## src/core/fcs_consts.vh

```
`ifndef FCS_CONSTS_VH
`define FCS_CONSTS_VH
// register word offsets (one Avalon address each)
`define FCS_REG_CTRL    4'h0
`define FCS_REG_ADDR    4'h1
`define FCS_REG_DATA    4'h2
`define FCS_REG_STATUS  4'h3
`define FCS_REG_RDATA   4'h4
// control field positions
`define FCS_CTRL_GO     0
`define FCS_CTRL_OPLSB  1
`define FCS_CTRL_OPMSB  3
`define FCS_CTRL_HWRST  4
// operation codes
`define FCS_OP_RESET    3'h0
`define FCS_OP_READ     3'h1
`define FCS_OP_PROG     3'h2
`define FCS_OP_CHIP     3'h3
`define FCS_OP_SECT     3'h4
`define FCS_OP_SECTADD  3'h5
`define FCS_OP_SUSP     3'h6
`define FCS_OP_RESUME   3'h7
// command set
`define FCS_UNLOCK1_A   19'h00555
`define FCS_UNLOCK2_A   19'h002aa
`define FCS_UNLOCK1_D   8'haa
`define FCS_UNLOCK2_D   8'h55
`define FCS_CMD_RESET   8'hf0
`define FCS_CMD_PROG    8'ha0
`define FCS_CMD_ESETUP  8'h80
`define FCS_CMD_CHIP    8'h10
`define FCS_CMD_SECT    8'h30
`define FCS_CMD_SUSP    8'hb0
`define FCS_CMD_RESUME  8'h30
// timing
`define FCS_CLK_MHZ     20
`define FCS_SE_WIN_US   50
`define FCS_SE_WIN_CYC  (`FCS_SE_WIN_US * `FCS_CLK_MHZ)
`define FCS_BUS_PH      3
`define FCS_HWRST_CYC   4'ha
`endif

```

## src/core/fcs_seq_rom.v

```verilog
`include "fcs_consts.vh"
// ***************************************************
// command cycle table: address and data per step
// ***************************************************
module fcs_seq_rom
(
	// clock
	input  wire        mclk,
	// lookup
	input  wire [2:0]  op,
	input  wire [2:0]  step,
	input  wire [18:0] userAddr,
	input  wire [7:0]  userData,
	// table entry
	output reg  [18:0] cycAddr,
	output reg  [7:0]  cycData,
	output reg  [2:0]  cycCount
);
	reg [18:0] a;
	reg [7:0]  d;
	reg [2:0]  n;

	always @*
	begin
		a = `FCS_UNLOCK1_A;
		d = `FCS_UNLOCK1_D;
		n = 3'h1;
		case (op)
			`FCS_OP_RESET:
			begin
				d = `FCS_CMD_RESET;
				a = userAddr;
			end
			`FCS_OP_SUSP:
			begin
				d = `FCS_CMD_SUSP;
				a = userAddr;
			end
			`FCS_OP_RESUME:
			begin
				d = `FCS_CMD_RESUME;
				a = userAddr;
			end
			`FCS_OP_SECTADD:
			begin
				d = `FCS_CMD_SECT;
				a = userAddr;
			end
			`FCS_OP_PROG:
			begin
				n = 3'h4;
				case (step)
					3'h0: d = `FCS_UNLOCK1_D;
					3'h1:
					begin
						a = `FCS_UNLOCK2_A;
						d = `FCS_UNLOCK2_D;
					end
					3'h2: d = `FCS_CMD_PROG;
					default:
					begin
						a = userAddr;
						d = userData;
					end
				endcase
			end
			`FCS_OP_CHIP, `FCS_OP_SECT:
			begin
				n = 3'h6;
				case (step)
					3'h1, 3'h4:
					begin
						a = `FCS_UNLOCK2_A;
						d = `FCS_UNLOCK2_D;
					end
					3'h2: d = `FCS_CMD_ESETUP;
					3'h5:
					begin
						if (op == `FCS_OP_CHIP)
							d = `FCS_CMD_CHIP;
						else
						begin
							a = userAddr;
							d = `FCS_CMD_SECT;
						end
					end
					default: d = `FCS_UNLOCK1_D;
				endcase
			end
			default: n = 3'h1;
		endcase
	end

	always @(posedge mclk)
	begin
		cycAddr  <= a;
		cycData  <= d;
		cycCount <= n;
	end
endmodule

```

## src/core/fcs_host_ctrl.v

```verilog
// Functional notes
// - reset aborts identification entry; host must reset to leave it
// - after timing-limit flag set, host writes reset to restore reads
// - byte program is four writes: two unlocks, set-up, address/data
// - hardware reset pin ends operation; host reissues the sequence
// - chip erase is six writes ending with chip-erase command
// - sector erase is six writes ending with sector address and 30
// - extra sector writes must arrive within the 50 us window
// - other command in window aborts; host rewrites whole sequence
//
// Local design decisions: the Avalon-MM interface to the registers and the register offsets.
`include "fcs_consts.vh"
module fcs_host_ctrl
#(
	parameter ADDR_W = 19,
	parameter BUS_PH = `FCS_BUS_PH
)
(
	// clock and reset
	input  wire              mclk,
	input  wire              sys_rst,
	// avalon-mm slave
	input  wire [3:0]        avsAddress,
	input  wire              avsRead,
	input  wire              avsWrite,
	input  wire [31:0]       avsWriteData,
	output reg  [31:0]       avsReadData,
	output wire              avsWaitRequest,
	// flash pins
	output reg  [ADDR_W-1:0] flashAddr,
	input  wire [7:0]        flashDqIn,
	output reg  [7:0]        flashDqOut,
	output reg               flashDqOe,
	output reg               flashCeN,
	output reg               flashWeN,
	output reg               flashOeN,
	output reg               flashRstN,
	input  wire              readyBusyIn
);
	// ***************************************************
	// states
	// ***************************************************
	localparam S_IDLE  = 3'h0;
	localparam S_LOAD  = 3'h1;
	localparam S_SETUP = 3'h2;
	localparam S_STRB  = 3'h3;
	localparam S_HOLD  = 3'h4;
	localparam S_READ  = 3'h5;
	localparam S_RST   = 3'h6;
	localparam [31:0] WIN_LAST = `FCS_SE_WIN_CYC - 1;

	reg [2:0]        state_q;
	reg [2:0]        op_q;
	reg [2:0]        step_q;
	reg [3:0]        ph_q;
	reg [10:0]       win_q;
	reg              winOpen_q;
	reg [ADDR_W-1:0] addr_q;
	reg [7:0]        data_q;
	reg [7:0]        rdata_q;
	reg              ryS1_q;
	reg              ryS2_q;
	reg [7:0]        dqS1_q;
	reg [7:0]        dqS2_q;
	reg              done_q;
	reg              lateAdd_q;
	reg              rdAck_q;
	reg [31:0]       rdMux;

	wire [18:0] cycAddr;
	wire [7:0]  cycData;
	wire [2:0]  cycCount;
	wire        busy = (state_q != S_IDLE);

	fcs_seq_rom u_rom
	(
		.mclk     (mclk),
		.op       (op_q),
		.step     (step_q),
		.userAddr (addr_q[18:0]),
		.userData (data_q),
		.cycAddr  (cycAddr),
		.cycData  (cycData),
		.cycCount (cycCount)
	);

	// ***************************************************
	// avalon slave: one wait on reads, writes ignored while busy
	// ***************************************************
	assign avsWaitRequest = avsRead && !rdAck_q;
	wire ctrlWr = avsWrite && avsAddress == `FCS_REG_CTRL && !busy;

	always @*
	begin
		case (avsAddress)
			`FCS_REG_ADDR:   rdMux = {13'h0, addr_q[18:0]};
			`FCS_REG_DATA:   rdMux = {24'h0, data_q};
			`FCS_REG_STATUS: rdMux = {28'h0, lateAdd_q, winOpen_q,
				ryS2_q, busy};
			`FCS_REG_RDATA:  rdMux = {23'h0, done_q, rdata_q};
			default:         rdMux = 32'h0;
		endcase
	end

	// ***************************************************
	// pin synchronisers and read data register
	// ***************************************************
	always @(posedge mclk or posedge sys_rst)
	begin
		if (sys_rst)
		begin
			ryS1_q <= 1'b1;
			ryS2_q <= 1'b1;
			rdAck_q <= 1'b0;
			avsReadData <= 32'h0;
			dqS1_q <= 8'h0;
			dqS2_q <= 8'h0;
		end
		else
		begin
			ryS1_q <= readyBusyIn;
			ryS2_q <= ryS1_q;
			dqS1_q <= flashDqIn;
			dqS2_q <= dqS1_q;
			rdAck_q <= avsRead && !rdAck_q;
			avsReadData <= rdMux;
		end
	end

	// ***************************************************
	// sequencer
	// ***************************************************
	always @(posedge mclk or posedge sys_rst)
	begin
		if (sys_rst)
		begin
			state_q    <= S_IDLE;
			op_q       <= `FCS_OP_READ;
			step_q     <= 3'h0;
			ph_q       <= 4'h0;
			win_q      <= 11'h0;
			winOpen_q  <= 1'b0;
			addr_q     <= {ADDR_W{1'b0}};
			data_q     <= 8'h0;
			rdata_q    <= 8'h0;
			done_q     <= 1'b0;
			lateAdd_q  <= 1'b0;
			flashAddr  <= {ADDR_W{1'b0}};
			flashDqOut <= 8'h0;
			flashDqOe  <= 1'b0;
			flashCeN   <= 1'b1;
			flashWeN   <= 1'b1;
			flashOeN   <= 1'b1;
			flashRstN  <= 1'b1;
		end
		else
		begin
			if (winOpen_q)
			begin
				if (win_q == 11'h0)
					winOpen_q <= 1'b0;
				else
					win_q <= win_q - 11'h1;
			end
			if (avsWrite && avsAddress == `FCS_REG_ADDR && !busy)
				addr_q <= avsWriteData[ADDR_W-1:0];
			if (avsWrite && avsAddress == `FCS_REG_DATA && !busy)
				data_q <= avsWriteData[7:0];
			case (state_q)
				S_IDLE:
				begin
					if (ctrlWr && avsWriteData[`FCS_CTRL_HWRST])
					begin
						flashRstN <= 1'b0;
						winOpen_q <= 1'b0;
						ph_q      <= 4'h0;
						state_q   <= S_RST;
					end
					else if (ctrlWr && avsWriteData[`FCS_CTRL_GO])
					begin
						op_q   <= avsWriteData[`FCS_CTRL_OPMSB:`FCS_CTRL_OPLSB];
						step_q <= 3'h0;
						done_q <= 1'b0;
						if (avsWriteData[`FCS_CTRL_OPMSB:`FCS_CTRL_OPLSB]
							== `FCS_OP_SECTADD)
							lateAdd_q <= !winOpen_q;
						if (avsWriteData[`FCS_CTRL_OPMSB:`FCS_CTRL_OPLSB]
							== `FCS_OP_READ)
							state_q <= S_READ;
						else
							state_q <= S_LOAD;
						ph_q <= 4'h0;
					end
				end
				S_LOAD:
					state_q <= S_SETUP; // table entry registers here
				S_SETUP:
				begin
					flashAddr  <= cycAddr[ADDR_W-1:0];
					flashDqOut <= cycData;
					flashDqOe  <= 1'b1;
					flashCeN   <= 1'b0;
					flashOeN   <= 1'b1;
					ph_q       <= 4'h0;
					state_q    <= S_STRB;
				end
				S_STRB:
				begin
					flashWeN <= 1'b0;
					ph_q     <= ph_q + 4'h1;
					if (ph_q == BUS_PH[3:0])
					begin
						flashWeN <= 1'b1;
						ph_q     <= 4'h0;
						state_q  <= S_HOLD;
					end
				end
				S_HOLD:
				begin
					flashCeN  <= 1'b1;
					flashDqOe <= 1'b0;
					if (step_q + 3'h1 == cycCount)
					begin
						state_q <= S_IDLE;
						done_q  <= 1'b1;
						if (op_q == `FCS_OP_SECT || op_q == `FCS_OP_SECTADD)
						begin
							winOpen_q <= 1'b1;
							win_q <= WIN_LAST[10:0];
						end
						else
							winOpen_q <= 1'b0;
					end
					else
					begin
						step_q  <= step_q + 3'h1;
						state_q <= S_LOAD;
					end
				end
				S_READ:
				begin
					flashAddr <= addr_q;
					flashCeN  <= 1'b0;
					flashOeN  <= 1'b0;
					flashDqOe <= 1'b0;
					ph_q      <= ph_q + 4'h1;
					if (ph_q == BUS_PH[3:0] + 4'h2)
					begin
						rdata_q  <= dqS2_q;
						flashCeN <= 1'b1;
						flashOeN <= 1'b1;
						done_q   <= 1'b1;
						state_q  <= S_IDLE;
					end
				end
				S_RST:
				begin
					ph_q <= ph_q + 4'h1;
					if (ph_q == `FCS_HWRST_CYC)
					begin
						flashRstN <= 1'b1;
						done_q    <= 1'b1;
						state_q   <= S_IDLE;
					end
				end
				default: state_q <= S_IDLE;
			endcase
		end
	end
endmodule

```

## config.mk

```make
export PLATFORM = sky130hd
export DESIGN_NAME = fcs_host_ctrl
export DESIGN_NICKNAME = d
export VERILOG_FILES = /design/src/core/fcs_seq_rom.v /design/src/core/fcs_host_ctrl.v
export VERILOG_INCLUDE_DIRS = /design/src /design/src/core
export SDC_FILE = /design/constraint.sdc
export NUM_CORES = 1
export LEC_CHECK = 0
export BUFFER_PORTS_ARGS = -buffer_cell sky130_fd_sc_hd__buf_2
export CAP_MARGIN = 0
export CORE_ASPECT_RATIO = 0.5
export CORE_MARGIN = 3
export CORE_UTILIZATION = 55
export DETAILED_ROUTE_END_ITERATION = 8
export HOLD_SLACK_MARGIN = 0.05
export PLACE_DENSITY = 0.81
export SLEW_MARGIN = 25
export SYNTH_ARGS = -nofsm -noshare
export SYNTH_HDL_FRONTEND = slang
export SYNTH_SLANG_ARGS = --single-unit
```

## constraint.sdc

```tcl
create_clock -name mclk -period 8.7 [get_ports mclk]
set_input_delay 0.435 -clock mclk [delete_from_list [all_inputs] [get_ports mclk]]
set_output_delay 0.435 -clock mclk [all_outputs]
set_load 0.1 [all_outputs]
```

Yosys cells after proc, flatten, opt, wreduce, memory -nomap -nowiden
Index checks and enable logic that the tools add are counted.

storage, ports and cells
  bits in registers = 175
  output and inout port bits = 65

cells by class
  add/sub/neg operators = 3
  equal/unequal tests = 35
  muxes and demuxes = 51
  bitwise gates (word level) = 1
  reduce and logical (&&, ||, !) cells = 41

operators with widths
  kind                   number
  $pmux 19 s2            3
  $pmux 19 s4            1
  $pmux 19 s3            1
  $mux 11                5
  $pmux 8 s3             2
  $pmux 8 s5             1
  $eq 3x3->1 const B     10
  $mux 3                 9
  $pmux 3 s7             1
  $mux 19                1
  $ne 2x2->1 const B     8
  $pmux 4 s4             1
  $eq 3x2->1 const B     5
  $mux 1                 14
  $eq 4x2->1 const B     3
  $mux 4                 3
  $pmux 3 s2             2
  $reduce_and 4->1       3
  $reduce_or 2->1        6
  $logic_not 11->1       1
  $sub 11x1->11 const B  1
  $eq 3x1->1 const B     3
  $logic_and 1x1->1      9
  $logic_not 3->1        3
  other kinds (22)       35

Depth between registers and ports, before layout
  depth after elaboration = 7
  gate-level depth with buffers = 8
  gate-level depth less buffers = 6

Modules after synthesis
Synthesis repeated with hierarchy kept, for this count alone.

second synthesis, totals
  cell total of the unflattened synthesis = 580
  area total of the unflattened synthesis = 6945.4 sq um

modules (own cells, without submodules)
  module         instances  cells an instance  area each (sq um)  sequential area each (sq um)
  fcs_host_ctrl  1          457                5746.8             3311.9
  fcs_seq_rom    1          123                1198.6             600.6

Worst setup path after synthesis
OpenSTA, ideal clock, no wires.

  path kind = input to output
  start = input avsRead
  end = output avsWaitRequest
  arrival time = 1.794 ns
  setup slack = 6.471 ns
  cell stages on the path = 1
  path buffers = 0
  path through = nor2b_1

on the way
  cells in the longest elaborated chain, start to end = 1

RTL lines
  element            RTL line            source
  from (decl)        fcs_host_ctrl.v:24  input wire avsRead,
  $logic_and 1x1->1  fcs_host_ctrl.v:90  assign avsWaitRequest = avsRead && !rdAck_q;
  to (decl)          fcs_host_ctrl.v:28  output wire avsWaitRequest,

No other way between the ends.

Worst setup path after layout
  start = register step_q[0]
  end = register win_q[9]

on the way
  cells in the longest elaborated chain, start to end = 4

RTL lines
  element                 RTL line             source
  from (decl)             fcs_host_ctrl.v:54   reg [2:0] step_q;
  from (signal assigned)  fcs_host_ctrl.v:236  step_q <= step_q + 3'h1;
  $add 3x1->3             fcs_host_ctrl.v:222  if (step_q + 3'h1 == cycCount)
  $eq 3x3->1              fcs_host_ctrl.v:222
  $mux 11                 fcs_host_ctrl.v:222
  $mux 11                 fcs_host_ctrl.v:169  case (state_q)
  to (signal assigned)    fcs_host_ctrl.v:163  win_q <= win_q - 11'h1;
  to (signal assigned)    fcs_host_ctrl.v:229  win_q <= WIN_LAST[10:0];
  to (decl)               fcs_host_ctrl.v:56   reg [10:0] win_q;

No other way between the ends.
A chain may end at the register's enable or synchronous reset.

==> run metrics <==
via count=4911; Distinct cells, synth=between 70 and 80; Synth Warn #=0; Root Buffer=clkbuf_16; Die Ht=between 80 and 90 µm; Longest Clk Path Bufs=2; CTS Hold Bufs=0; H-Tree Depth=4; Initial Utilization=between 50% and 60%; kind of critical path=register to register; Post-route DRC=0; final net count=725; CP max FO=12; FMAX=367 MHz; Max Cap Viol=0; die area=about 14000 µm²; cell row count=28; DR WL/cell=about 18 µm; Post-synth EDFFs=0; most common cell after layout, fill and taps aside=dfrtp_1; Area Overhead vs Synth=15.2%; pre-CTS setup slack=between 6000 and 7000 ps; Synth area leader=dfrtp_1; Hold Path Class=input pin to asynchronous set/reset pin; Die X=between 150 and 200 µm; io pins=roughly 110; cell area after synthesis=about 7000 µm²; global-route wire length before repair=24900 µm; Worst Tran Pin Value=approximately 860 ps; DRT iter0 DRCs=568; Slew Limit Fails=0; CTS tree=done; worst-case reg-to-reg path depth=6; Num CTS Buffers=17; Setup Buffers After CTS=0; Worst-Skew Late Latency=about 420 ps; Port Buf Inserts=87; initial antenna violation count=1; period utilisation layout=a little under a third; Critical path origin=step_q[0]; vias in the first global route=between 4000 and 5000; Congestion Overflow GR=0; CTS resizes=0; final setup violation count=0; Async S/R FF share, synth=about four fifths; number of clock sinks=~160; Top Usage Layer GRT=met2; ANT nets after route=0; CP endpoint kind=register; GRT Util Overall=~23%; crit path DAT=3000 ps; clk slew on worst S/H paths=around 60 ps; critical path startpoint category=register; M3 GR Usage=under 10%; Reg-to-Reg End=win_q[9]; layout cells sized above 1=roughly 29%; Rel. slew slack=~42%; PD cells=approximately 380 nW/µm²; RSZ-0062 raised after global routing=no; clock skew=7.69 ps; final hold vios=0; met1 GRT Util=31.5%; pin count of the biggest net entering global routing=83; syn avg cell area=about 12 µm²; critical path required time=~9000 ps; DP Wirelength=just over 10000 µm; First-pass DRT Iterations=6; Core Region=between 10000 and 15000 µm²; Post-Route Setup TNS=0 ps; ANT cells=0; M2 GR Usage=between 30% and 40%; peak supply drop=approximately 0.20 mV; RR Startpoint=step_q[0]; R2R Setup Slk=about 6000 ps; post-synthesis register bit count=162; Tmin final=around 2700 ps; Final WS setup=about 6000 ps; synthesized instance count=between 500 and 600; Placer Congestion=between 0.8 and 0.9; Top FF cell, synth=dfrtp_1; most frequent cells in the layout=125 x dfrtp_1, 87 x buf_2, 42 x nand2_1, 42 x o21ai_0, 38 x mux2_2; Via density=5.80; leakage=just under 0.004 µW; outcome=completed; Synth area leaders=dfrtp_1 45%, dfxtp_1 8.6%, mux2_2 6.1%; wirelength, routed=15400 µm; Yosys top cell area share=between 40% and 50%; sequential share of the synthesized area=a little under three fifths
-- cells in the mapped netlist, types with 3 or more instances --
| master | n |
|---|---|
| a211o_1 | 4 |
| a21o_1 | 9 |
| a21oi_1 | 18 |
| a222oi_1 | 8 |
| a31oi_1 | 4 |
| and2_1 | 12 |
| and3b_1 | 3 |
| buf_2 | 11 |
| buf_4 | 15 |
| clkbuf_1 | 10 |
| dfrtp_1 | 125 |
| dfstp_2 | 7 |
| dfxtp_1 | 30 |
| ha_1 | 8 |
| inv_1 | 21 |
| mux2_2 | 38 |
| mux2_4 | 10 |
| mux2i_1 | 21 |
| nand2_1 | 42 |
| nand2b_1 | 4 |
| nand3_1 | 7 |
| nand3b_1 | 4 |
| nand4_1 | 3 |
| nor2_1 | 14 |
| nor2b_1 | 15 |
| nor3_1 | 17 |
| nor3b_1 | 5 |
| nor4_1 | 3 |
| o21a_1 | 5 |
| o21ai_0 | 43 |
| o21bai_1 | 3 |
| o311ai_0 | 3 |
| o31ai_1 | 5 |
| or3b_2 | 3 |
-- cells by family (layout without fill, tap and decap cells) --
logic type                 count (synthesis)  count (layout)  share of synthesized area (%)
other                                      1              13                         0.0538
adders and majority gates                  8               8                           1.44
AOI/OAI and AO/OA                        125             125                           12.0
muxes                                     69              69                           11.3
xor gates and xnor gates                   5               5                          0.844
and+or+nand+nor                          155             155                           13.7
buffers and inverters                     61             144                           4.51
DFF                                      162             162                           56.1
-- report_power, final --
part           total, µW  leakage [µW]  internal (µW)  switching, µW
sequential          1170       0.00194            973            200
clock                719      0.000264            398            321
combinational       1140       0.00165            334            810
-- worst max-delay path, stage by stage, from the launching register on --
cell,delay [ps]
dfrtp_1,640
inv_1,150
ha_1,360
xor2_1,210
nor3_1,390
nand4b_1,510
o311ai_0,320
-- flip-flops by register name, summed over array words and instances, names as in the netlist, 4 cells and up --
name and cells:
addr_q 19, avsReadData 19, data_q 8, dqS1_q 8, dqS2_q 8, flashAddr 19
flashDqOut 8, ph_q 4, rdata_q 8, u_rom.cycAddr 19, u_rom.cycData 8, win_q 11
-- stage by stage --
stage	hold WS, ps	util [%]	total power [µW]	instance area, µm²	cells
floorplan	331	-	2080	7020	598
global placement	334	61.8	2270	7470	814
detailed placement	336	61.8	2310	7470	814
CTS	101	66.4	3040	8030	846
global route	99.4	66.5	3180	8030	846
finish	107	66.5	3040	8030	846
-- metal layers --
| metal | routed length, µm | vias to the layer above | part of all wire [%] |
|---|---|---|---|
| li1 | - | 2261 | - |
| met4 | 287 | 2 | 1.9 |
| met2 | 6920 | 198 | 45 |
| met1 | 6890 | 2422 | 45 |
| met5 | 13 | - | 0.084 |
| met3 | 1320 | 28 | 8.6 |
-- cell type report --
type	instances	area (µm²)
repair buffers	91	469
multi-input cells	375	2800
fillers	859	4050
clock buffers	18	429
flip-flops and latches	162	3910
well taps	165	206
inverters	21	81.3
clock inverters	14	131
-- worst max-delay path by stage --
stage	slack, ps	to
floorplan	4750	addr_q[0]
global placement	6140	win_q[3]
detailed placement	6050	win_q[9]
CTS	6020	win_q[9]
global route	5830	win_q[8]
finish	5980	win_q[9]
Note: power is estimated with default switching activity, not from simulation.
